[config.mk]
export PLATFORM = sky130hd
export DESIGN_NAME = bip_port
export DESIGN_NICKNAME = d
export VERILOG_FILES = /design/src/bip_pkg.sv /design/src/bip_sync_if.sv /design/src/bip_pin_sync.sv /design/src/bip_port.sv
export VERILOG_INCLUDE_DIRS = /design/src
export SDC_FILE = /design/constraint.sdc
export NUM_CORES = 1
export LEC_CHECK = 0
export BUFFER_PORTS_ARGS = -buffer_cell sky130_fd_sc_hd__buf_2
export CAP_MARGIN = 15
export CELL_PAD_IN_SITES_DETAIL_PLACEMENT = 1
export CELL_PAD_IN_SITES_GLOBAL_PLACEMENT = 1
export CORE_MARGIN = 1.5
export CORE_UTILIZATION = 39
export CTS_CLUSTER_SIZE = 12
export DETAILED_ROUTE_END_ITERATION = 6
export GPL_TIMING_DRIVEN = 0
export PLACE_DENSITY = 0.84
export REMOVE_ABC_BUFFERS = 1
export SYNTH_ARGS = -nofsm -noshare
export SYNTH_HDL_FRONTEND = slang
export SYNTH_SLANG_ARGS = --single-unit
[constraint.sdc]
create_clock -name aclk -period 2.3 [get_ports aclk]
set_clock_uncertainty 0.05 [all_clocks]
set_input_delay 0.46 -clock aclk [delete_from_list [all_inputs] [get_ports aclk]]
set_output_delay 0.46 -clock aclk [all_outputs]
set_load 0.05 [all_outputs]
[src/bip_params.svh]
`ifndef BIP_PARAMS_SVH
`define BIP_PARAMS_SVH

// ==========================================
// clock and timing
`define BIP_CLK_NS 10
`define BIP_SYS_HZ 100000000
`define BIP_CLK_OUT_HZ 5000000
`define BIP_CLK_HALF_CYC (`BIP_SYS_HZ / (2 * `BIP_CLK_OUT_HZ))
`define BIP_PULSE_MIN_NS 10
`define BIP_PULSE_MAX_NS 200
`define BIP_PULSE_MIN_CYC ((`BIP_PULSE_MIN_NS + `BIP_CLK_NS - 1) / `BIP_CLK_NS)
`define BIP_PULSE_MAX_CYC (`BIP_PULSE_MAX_NS / `BIP_CLK_NS)

// ==========================================
// widths
`define BIP_ADDR_W 8
`define BIP_DATA_W 32
`define BIP_BYTE_W 8
`define BIP_CNT_W 5
`define BIP_DIV_W 4
`define BIP_IRQ_W 3
`define BIP_STATUS_W 6
`define BIP_EVT_RD_W 2

// ==========================================
// register offsets
`define BIP_OFF_LED 8'h00
`define BIP_OFF_OUT 8'h04
`define BIP_OFF_IN 8'h08
`define BIP_OFF_STATUS 8'h0c
`define BIP_OFF_EVT 8'h10
`define BIP_OFF_PULSE 8'h14
`define BIP_OFF_IRQ_STAT 8'h18
`define BIP_OFF_IRQ_MASK 8'h1c

// ==========================================
// fields and reset values
`define BIP_LED_RST 8'h00
`define BIP_BIT_SUB_RESET 0
`define BIP_BIT_SUB_ANALYSE 1
`define BIP_BIT_PORT_RESET 2
`define BIP_EVT_WAIT_BIT 0
`define BIP_IRQ_CAPTURE 0
`define BIP_IRQ_EVENT 1
`define BIP_IRQ_FLAG 2
`define BIP_RESP_OKAY 2'b00
`define BIP_RESP_SLVERR 2'b10

`endif

[src/bip_pkg.sv]
`include "bip_params.svh"

package bip_pkg;

  typedef struct packed {
    logic awv;
    logic [`BIP_ADDR_W-1:0] awaddr;
    logic wv;
    logic [`BIP_DATA_W-1:0] wdata;
    logic wstrb0;
    logic bvalid;
    logic [1:0] bresp;
    logic rvalid;
    logic [`BIP_DATA_W-1:0] rdata;
    logic [1:0] rresp;
    logic [`BIP_BYTE_W-1:0] led;
    logic [`BIP_BYTE_W-1:0] outb;
    logic [`BIP_BYTE_W-1:0] inb;
    logic [`BIP_CNT_W-1:0] pulse_len;
    logic [`BIP_CNT_W-1:0] pulse_cnt;
    logic [`BIP_IRQ_W-1:0] irq_stat;
    logic [`BIP_IRQ_W-1:0] irq_mask;
    logic evt_wait;
    logic evt_ack;
    logic [`BIP_DIV_W-1:0] div_cnt;
    logic clk_q;
  } bip_state_t;

  typedef struct packed {
    logic [`BIP_BYTE_W-1:0] data1;
    logic [`BIP_BYTE_W-1:0] data2;
    logic oe1;
    logic oe2;
    logic strobe1;
    logic strobe2;
    logic strobe3;
    logic bypass1;
    logic bypass2;
    logic req1_n;
    logic req2_n;
    logic flag1_n;
    logic flag2_n;
    logic flag3_n;
  } bip_sync_t;

endpackage

[src/bip_sync_if.sv]
`timescale 1ns/1ps
`default_nettype none
`include "bip_params.svh"

interface bip_sync_if;
  logic [`BIP_BYTE_W-1:0] data_s;
  logic oe_s;
  logic bypass_s;
  logic req_n_s;
  logic flag_n_s;
  logic strobe_rise;
  logic flag_fall;

  modport src (
    output data_s,
    output oe_s,
    output bypass_s,
    output req_n_s,
    output flag_n_s,
    output strobe_rise,
    output flag_fall
  );

  modport dst (
    input data_s,
    input oe_s,
    input bypass_s,
    input req_n_s,
    input flag_n_s,
    input strobe_rise,
    input flag_fall
  );
endinterface

`default_nettype wire

[src/bip_pin_sync.sv]
`timescale 1ns/1ps
`default_nettype none
`include "bip_params.svh"

module bip_pin_sync (
  input wire logic aclk,
  input wire logic aresetn,
  input wire logic ce,
  input wire logic [`BIP_BYTE_W-1:0] data_in,
  input wire logic output_enable,
  input wire logic strobe,
  input wire logic bypass,
  input wire logic request_n,
  input wire logic flag_n,
  bip_sync_if.src sync
);

  // ==========================================
  // two-stage synchronisers, third stage only for edges
  bip_pkg::bip_sync_t s;
  bip_pkg::bip_sync_t next_s;

  localparam bip_pkg::bip_sync_t SYNC_RST = '{req1_n: 1'b1, req2_n: 1'b1, flag1_n: 1'b1, flag2_n: 1'b1,
                                              flag3_n: 1'b1, default: '0};

  always_comb begin
    next_s = s;
    next_s.data1 = data_in;
    next_s.data2 = s.data1;
    next_s.oe1 = output_enable;
    next_s.oe2 = s.oe1;
    next_s.strobe1 = strobe;
    next_s.strobe2 = s.strobe1;
    next_s.strobe3 = s.strobe2;
    next_s.bypass1 = bypass;
    next_s.bypass2 = s.bypass1;
    next_s.req1_n = request_n;
    next_s.req2_n = s.req1_n;
    next_s.flag1_n = flag_n;
    next_s.flag2_n = s.flag1_n;
    next_s.flag3_n = s.flag2_n;
  end

  always_ff @(posedge aclk) begin
    if (!aresetn) begin
      s <= SYNC_RST;
    end else if (ce) begin
      s <= next_s;
    end
  end

  // data and strobe share the same delay, so data is settled at the edge
  assign sync.data_s = s.data2;
  assign sync.oe_s = s.oe2;
  assign sync.bypass_s = s.bypass2;
  assign sync.req_n_s = s.req2_n;
  assign sync.flag_n_s = s.flag2_n;
  assign sync.strobe_rise = s.strobe2 & ~s.strobe3;
  assign sync.flag_fall = s.flag3_n & ~s.flag2_n;

endmodule

`default_nettype wire

[src/bip_port.sv]
`timescale 1ns/1ps
`default_nettype none
`include "bip_params.svh"

// Functional notes
// - eight software-written latch bits drive socket pins
// - bits 0,1 give inverted subsystem reset, analyse
// - bit 2 is the socket reset line
// - eight shared data lines, one direction at once
// - enable high drives the outbound register out
// - enable low releases the data line drivers
// - inbound strobe rising edge captures data lines
// - outbound write pulses strobe low, bounded width
// - bypass low reads return live data lines
// - bypass high reads return inbound register
// - socket also carries events, clock, two single bits
// - ack stays low until request is released
// - port reset follows written latch bit value
// - external flag readable as a status bit
module bip_port (
  input wire logic aclk,
  input wire logic aresetn,
  input wire logic ce,
  input wire logic [`BIP_ADDR_W-1:0] s_axi_awaddr,
  input wire logic s_axi_awvalid,
  output logic s_axi_awready,
  input wire logic [`BIP_DATA_W-1:0] s_axi_wdata,
  input wire logic [3:0] s_axi_wstrb,
  input wire logic s_axi_wvalid,
  output logic s_axi_wready,
  output logic [1:0] s_axi_bresp,
  output logic s_axi_bvalid,
  input wire logic s_axi_bready,
  input wire logic [`BIP_ADDR_W-1:0] s_axi_araddr,
  input wire logic s_axi_arvalid,
  output logic s_axi_arready,
  output logic [`BIP_DATA_W-1:0] s_axi_rdata,
  output logic [1:0] s_axi_rresp,
  output logic s_axi_rvalid,
  input wire logic s_axi_rready,
  output logic irq,
  output logic [`BIP_BYTE_W-1:0] led_latch_bits,
  output logic subsys_reset_n,
  output logic subsys_analyse_n,
  output logic port_reset_latch,
  input wire logic [`BIP_BYTE_W-1:0] port_data_lines_in,
  output logic [`BIP_BYTE_W-1:0] port_data_lines_out,
  output logic port_data_lines_oe_n,
  input wire logic port_output_enable,
  input wire logic inbound_strobe,
  input wire logic inbound_bypass_select,
  output logic outbound_write_pulse,
  input wire logic event_request_n,
  output logic event_ack_n,
  output logic event_wait_n,
  input wire logic external_flag_n,
  output logic clock_out_n
);

  // ==========================================
  // helpers
  function automatic logic is_mapped(input logic [`BIP_ADDR_W-1:0] a);
    logic hit;
    hit = 1'b0;
    unique case (a)
      `BIP_OFF_LED, `BIP_OFF_OUT, `BIP_OFF_IN, `BIP_OFF_STATUS,
      `BIP_OFF_EVT, `BIP_OFF_PULSE, `BIP_OFF_IRQ_STAT, `BIP_OFF_IRQ_MASK: begin
        hit = 1'b1;
      end
      default: begin
        hit = 1'b0;
      end
    endcase
    return hit;
  endfunction

  // keeps the pulse inside the allowed width window whatever software asks
  function automatic logic [`BIP_CNT_W-1:0] clamp_len(input logic [`BIP_CNT_W-1:0] v);
    logic [`BIP_CNT_W-1:0] r;
    r = v;
    if (v < `BIP_CNT_W'(`BIP_PULSE_MIN_CYC)) begin
      r = `BIP_CNT_W'(`BIP_PULSE_MIN_CYC);
    end else if (v > `BIP_CNT_W'(`BIP_PULSE_MAX_CYC)) begin
      r = `BIP_CNT_W'(`BIP_PULSE_MAX_CYC);
    end
    return r;
  endfunction

  // ==========================================
  // pin synchronisers
  bip_sync_if sync ();

  bip_pin_sync u_sync (
    .aclk(aclk),
    .aresetn(aresetn),
    .ce(ce),
    .data_in(port_data_lines_in),
    .output_enable(port_output_enable),
    .strobe(inbound_strobe),
    .bypass(inbound_bypass_select),
    .request_n(event_request_n),
    .flag_n(external_flag_n),
    .sync(sync.src)
  );

  // ==========================================
  // state
  localparam bip_pkg::bip_state_t ST_RST = '{pulse_len: `BIP_CNT_W'(`BIP_PULSE_MAX_CYC),
                                             led: `BIP_LED_RST, default: '0};

  bip_pkg::bip_state_t s;
  bip_pkg::bip_state_t next_s;

  logic aw_take;
  logic w_take;
  logic ar_take;
  logic do_write;
  logic [`BIP_BYTE_W-1:0] read_port;
  logic [`BIP_IRQ_W-1:0] irq_set;

  // readies drop while frozen so no beat is taken that state cannot see
  assign s_axi_awready = ce & ~s.awv & ~s.bvalid;
  assign s_axi_wready = ce & ~s.wv & ~s.bvalid;
  assign s_axi_arready = ce & ~s.rvalid;
  assign aw_take = s_axi_awvalid & s_axi_awready;
  assign w_take = s_axi_wvalid & s_axi_wready;
  assign ar_take = s_axi_arvalid & s_axi_arready;
  assign do_write = s.awv & s.wv & ~s.bvalid;

  // live reads are two cycles old, the cost of the input synchronisers
  assign read_port = sync.bypass_s ? s.inb : sync.data_s;

  // ==========================================
  // next-state logic
  always_comb begin
    next_s = s;
    irq_set = '0;

    // ---- clock output divider
    if (s.div_cnt == `BIP_DIV_W'(`BIP_CLK_HALF_CYC - 1)) begin
      next_s.div_cnt = '0;
      next_s.clk_q = ~s.clk_q;
    end else begin
      next_s.div_cnt = s.div_cnt + `BIP_DIV_W'(1);
    end

    // ---- inbound capture
    if (sync.strobe_rise) begin
      next_s.inb = sync.data_s;
      irq_set[`BIP_IRQ_CAPTURE] = 1'b1;
    end
    if (sync.flag_fall) begin
      irq_set[`BIP_IRQ_FLAG] = 1'b1;
    end

    // ---- event handshake
    if (s.evt_ack) begin
      if (sync.req_n_s) begin
        next_s.evt_ack = 1'b0;
      end
    end else if (s.evt_wait && !sync.req_n_s) begin
      next_s.evt_ack = 1'b1;
      next_s.evt_wait = 1'b0;
      irq_set[`BIP_IRQ_EVENT] = 1'b1;
    end

    // ---- outbound pulse countdown
    if (s.pulse_cnt != '0) begin
      next_s.pulse_cnt = s.pulse_cnt - `BIP_CNT_W'(1);
    end

    // ---- write channel
    if (aw_take) begin
      next_s.awv = 1'b1;
      next_s.awaddr = s_axi_awaddr;
    end
    if (w_take) begin
      next_s.wv = 1'b1;
      next_s.wdata = s_axi_wdata;
      next_s.wstrb0 = s_axi_wstrb[0];
    end
    if (do_write) begin
      next_s.awv = 1'b0;
      next_s.wv = 1'b0;
      next_s.bvalid = 1'b1;
      next_s.bresp = is_mapped(s.awaddr) ? `BIP_RESP_OKAY : `BIP_RESP_SLVERR;
      // only lane 0 matters, every register is a byte or less
      if (s.wstrb0) begin
        unique case (s.awaddr)
          `BIP_OFF_LED: begin
            next_s.led = s.wdata[`BIP_BYTE_W-1:0];
          end
          `BIP_OFF_OUT: begin
            next_s.outb = s.wdata[`BIP_BYTE_W-1:0];
            next_s.pulse_cnt = clamp_len(s.pulse_len);
          end
          `BIP_OFF_EVT: begin
            if (s.wdata[`BIP_EVT_WAIT_BIT] && !s.evt_ack) begin
              next_s.evt_wait = 1'b1;
            end
          end
          `BIP_OFF_PULSE: begin
            next_s.pulse_len = clamp_len(s.wdata[`BIP_CNT_W-1:0]);
          end
          `BIP_OFF_IRQ_MASK: begin
            next_s.irq_mask = s.wdata[`BIP_IRQ_W-1:0];
          end
          default: begin
          end
        endcase
      end
    end
    if (s.bvalid && s_axi_bready) begin
      next_s.bvalid = 1'b0;
    end

    // ---- read channel
    if (s.rvalid && s_axi_rready) begin
      next_s.rvalid = 1'b0;
    end
    if (ar_take) begin
      next_s.rvalid = 1'b1;
      next_s.rdata = '0;
      // unmapped reads give zero data and an error response
      next_s.rresp = is_mapped(s_axi_araddr) ? `BIP_RESP_OKAY : `BIP_RESP_SLVERR;
      unique case (s_axi_araddr)
        `BIP_OFF_LED: begin
          next_s.rdata[`BIP_BYTE_W-1:0] = s.led;
        end
        `BIP_OFF_OUT: begin
          next_s.rdata[`BIP_BYTE_W-1:0] = s.outb;
        end
        `BIP_OFF_IN: begin
          next_s.rdata[`BIP_BYTE_W-1:0] = read_port;
        end
        `BIP_OFF_STATUS: begin
          next_s.rdata[`BIP_STATUS_W-1:0] = {s.evt_wait, s.evt_ack, ~sync.req_n_s, ~sync.flag_n_s,
                               sync.oe_s, sync.bypass_s};
        end
        `BIP_OFF_EVT: begin
          next_s.rdata[`BIP_EVT_RD_W-1:0] = {s.evt_ack, s.evt_wait};
        end
        `BIP_OFF_PULSE: begin
          next_s.rdata[`BIP_CNT_W-1:0] = s.pulse_len;
        end
        `BIP_OFF_IRQ_STAT: begin
          next_s.rdata[`BIP_IRQ_W-1:0] = s.irq_stat;
          next_s.irq_stat = '0;
        end
        `BIP_OFF_IRQ_MASK: begin
          next_s.rdata[`BIP_IRQ_W-1:0] = s.irq_mask;
        end
        default: begin
        end
      endcase
    end

    // an event in the clearing cycle survives the read-clear
    next_s.irq_stat = next_s.irq_stat | irq_set;
  end

  // ==========================================
  // state register
  always_ff @(posedge aclk) begin
    if (!aresetn) begin
      s <= ST_RST;
    end else if (ce) begin
      s <= next_s;
    end
  end

  // ==========================================
  // outputs
  assign s_axi_bvalid = s.bvalid;
  assign s_axi_bresp = s.bresp;
  assign s_axi_rvalid = s.rvalid;
  assign s_axi_rdata = s.rdata;
  assign s_axi_rresp = s.rresp;
  assign irq = |(s.irq_stat & s.irq_mask);

  assign led_latch_bits = s.led;
  assign subsys_reset_n = ~s.led[`BIP_BIT_SUB_RESET];
  assign subsys_analyse_n = ~s.led[`BIP_BIT_SUB_ANALYSE];
  assign port_reset_latch = s.led[`BIP_BIT_PORT_RESET];

  // direction follows the synchronised enable, two cycles behind the pin
  assign port_data_lines_out = s.outb;
  assign port_data_lines_oe_n = ~sync.oe_s;
  // a write during a running pulse restarts it, so pulses can merge
  assign outbound_write_pulse = (s.pulse_cnt == '0);

  assign event_ack_n = ~s.evt_ack;
  assign event_wait_n = ~s.evt_wait;
  assign clock_out_n = ~s.clk_q;

endmodule

`default_nettype wire

==> results.sh <==
export IMPL_swShare=0.2817
export IMPL_drc_errors=0
export IMPL_synth_cells=579
export IMPL_grt_pass1_vias=4156
export IMPL_critPathLaunchType="input pin"
export IMPL_finalCritPeriodShare=0.9330
export IMPL_totalPowerFinal_uw=3977
export IMPL_cts_made_buffers=9
export IMPL_insertion_delay_ns=0.34
export IMPL_vias_per_cell=5.274
export IMPL_clkPwrFrac=0.367
export IMPL_critPathKind="in2out"
export IMPL_cts_path_max_buffers=2
export IMPL_comb_power_share=0.137
export IMPL_critPathRequiredTime_ns=1.79
export IMPL_status="complete, no violations"
export IMPL_slew_violations=0
export IMPL_synthDistinctLibCells=58
export IMPL_synth_seq_area_share=0.4249
export IMPL_cts_tree="yes"
export IMPL_clock_sinks=107
export IMPL_path_clk_slew_ns=0.07
export IMPL_synth_ff_type="dfxtp_1"
export IMPL_endpoint_kind="primary output"
export IMPL_nets=693
export IMPL_die_x_um=116.7
export IMPL_synth_area_mm2=0.005041
export IMPL_hpwl_um=9425
export IMPL_dr_first_iter_drc_count=182
export IMPL_place_congestion=0.7961
export IMPL_rsz0062_at_grt="false"
export IMPL_power_leakage_uw=0.002401
export IMPL_arrival_ns=1.64
export IMPL_num_vias=4198
export IMPL_syn_to_final_growth_pct=11.12
export IMPL_std_cell_rows=41
export IMPL_placed_area_mm2=0.005286
export IMPL_layout_setup_ws_ns=0.1542
export IMPL_wl_per_cell_um=16.32
export IMPL_p_per_area_mw_per_mm2=710.0
export IMPL_hp_class="in2reg"
export IMPL_dp_slack_ns=-0.2604
export IMPL_die_h_um=116.7
export IMPL_initial_utilization=0.3995
export IMPL_maxSlewHeadroom=0.5850
export IMPL_hold_violations=0
export IMPL_grt_pass1_wl_um=20640
export IMPL_muxShareOfSynthArea=0.1390
export IMPL_cts_hold_buf=0
export IMPL_ioPinCount=139
export IMPL_grt_max_degree=48
export IMPL_design_area_mm2=0.005602
export IMPL_synth_compound_area_frac=0.1266
export IMPL_layout_drive_gt1_share=0.1891
export IMPL_irDropWorstVdd_mv=0.3412
export IMPL_core_mm2=0.01262
export IMPL_synth_top_family_by_area="simple AND/OR/NAND/NOR gates"
export IMPL_die_area_mm2=0.01362
export IMPL_crit_path_max_fanout=25
export IMPL_root_buffer="clkbuf_16"
export IMPL_io_buffers=85
export IMPL_power_frac_seq=0.496
export IMPL_drt_pass1_iterations=4
export IMPL_drv_cap=0
export IMPL_yosys_area_share_simple=0.1869
export IMPL_synth_area_per_cell_um2=8.707
export IMPL_ys_seq_elements=107
export IMPL_grt_use_total=0.1943
export IMPL_diodes=0
export IMPL_synth_fa_ha_area_frac=0.002482
export IMPL_synthXorXnorAreaFrac=0.005212
export IMPL_mostFrequentLayoutCells="dfxtp_1 (107), buf_2 (85), nor2_1 (70)"
export IMPL_p_int_uw=2857
export IMPL_htree_num_levels=3
export IMPL_yosys_warnings=0
export IMPL_synth_edf_count=0
export IMPL_final_common_cell="dfxtp_1"
export IMPL_setup_viol=0
export IMPL_p_sw_uw=1120
export IMPL_fmax_ghz=0.4660
export IMPL_drt_total_wl_um=12990
export IMPL_postRouteAntennaNets=0
export IMPL_period_needed_ns=2.146
export IMPL_antenna_found_initial=0
export IMPL_synthArstFlopShare=0
export IMPL_worst_pin_slew_ns=0.6173
export IMPL_grt_overflow=0
-- cell type report --
| class | count | area (µm²) |
|---|---|---|
| fillers | 1546 | 7018 |
| multi-input cells | 400 | 2432 |
| flip-flops and latches | 107 | 2142 |
| well taps | 172 | 215.2 |
| repair buffers | 89 | 480.5 |
| clock buffers | 11 | 242.7 |
| inverters | 12 | 51.30 |
| clock inverters | 5 | 37.54 |
-- routing by layer --
layer,vias up,share of wire,GRT usage
li1,2021,-,-
met1,2042,0.45,0.2476
met2,116,0.48,0.3322
met3,19,0.055,0.04152
met4,0,0.017,0.05622
met5,-,0,0
-- synth_stat cells (all sizes together), types with 2 or more instances --
cell     count  share of area
or3          4         0.0050
nand4        4         0.0062
a22oi        3         0.0045
dfxtp      107           0.42
o311ai       3         0.0052
nor3         9         0.0089
nand3b       6         0.0089
o22ai        5         0.0062
nand2       56          0.042
o21a         3         0.0045
a21oi       43          0.043
nand4b       2         0.0035
and2         5         0.0062
nor2        70          0.052
a211oi       3         0.0045
nor3b        6         0.0089
a32o         3         0.0060
xnor2        2         0.0035
nor4         4         0.0062
o221a        2         0.0045
mux2i       61           0.12
inv         11         0.0082
mux2         4         0.0089
a2111oi      2         0.0035
clkbuf      19          0.014
nand3       18          0.018
a31oi        3         0.0037
nor4b        2         0.0035
nor2b        4         0.0050
mux4         2         0.0089
and3b        2         0.0035
o21ai       26          0.026
buf         66          0.091
-- logic make-up (layout without fill, tap and decap cells) --
family	Yosys count	after routing
compound gates	105	105
xor+xnor	3	3
fa+ha+maj	1	1
buf+inv	97	117
flops	107	107
mux	67	67
other cells	1	26
simple gates	198	198
-- sequential cells by signal, indices dropped and copies added, names as in the netlist, named ones only --
register	flops
s	50
u_sync.sync.bypass_s	1
u_sync.sync.req_n_s	1
s_axi_bresp	1
u_sync.sync.flag_n_s	1
s_axi_rvalid	1
u_sync.sync.data_s	8
s_axi_rdata	8
u_sync.s	2
u_sync.sync.oe_s	1
port_data_lines_out	8
s_axi_bvalid	1
u_sync.next_s	14
s_axi_rresp	1
led_latch_bits	8
-- worst paths after layout --
path / cells past startpoint / slack, ns / from / end
worst max-delay path: 3 / 0.15 / ce / s_axi_wready
worst min register to register: 1 / 0.38 / register / s_axi_bresp[1]
worst max register to register: 4 / 0.28 / s[126] / s[13]
worst min-delay path: 3 / 0.29 / event_request_n / u_sync.next_s[3]
-- power groups by stage --
stage / logic [µW] / clock network [µW] / registers [µW]
6_report: 546 / 1460 / 1970
5_1_grt: 597 / 1550 / 1980
4_1_cts: 541 / 1490 / 1970
3_5_place_dp: 534 / 0 / 2010
3_3_place_gp: 505 / 0 / 2010
2_1_floorplan: 359 / 0 / 2010
-- critical path: stages --
cell and delay [ns]:
buf_2 0.46, nor3b_1 0.37, buf_2 0.33
-- per-stage QoR --
| step | instances | hold slack [ns] | setup TNS [ns] | utilization |
|---|---|---|---|---|
| 2_1_floorplan | 519 | 0.3412 | -10.02 | - |
| 3_3_place_gp | 776 | 0.3481 | -114.99 | 0.4156 |
| 3_5_place_dp | 778 | 0.3683 | -0.7428 | 0.4189 |
| 4_1_cts | 796 | 0.2769 | 0 | 0.4431 |
| 5_1_grt | 796 | 0.3014 | 0 | 0.4439 |
| 6_report | 796 | 0.2866 | 0 | 0.4439 |
-- repair_timing --
action,4_1_cts,5_1_grt
resized for setup,2,2
endpoints found under the setup margin,3,2
buffers inserted,2,0
hold endpoints to repair,0,0
pin swaps,1,0
(Power assumes the default switching activity.)
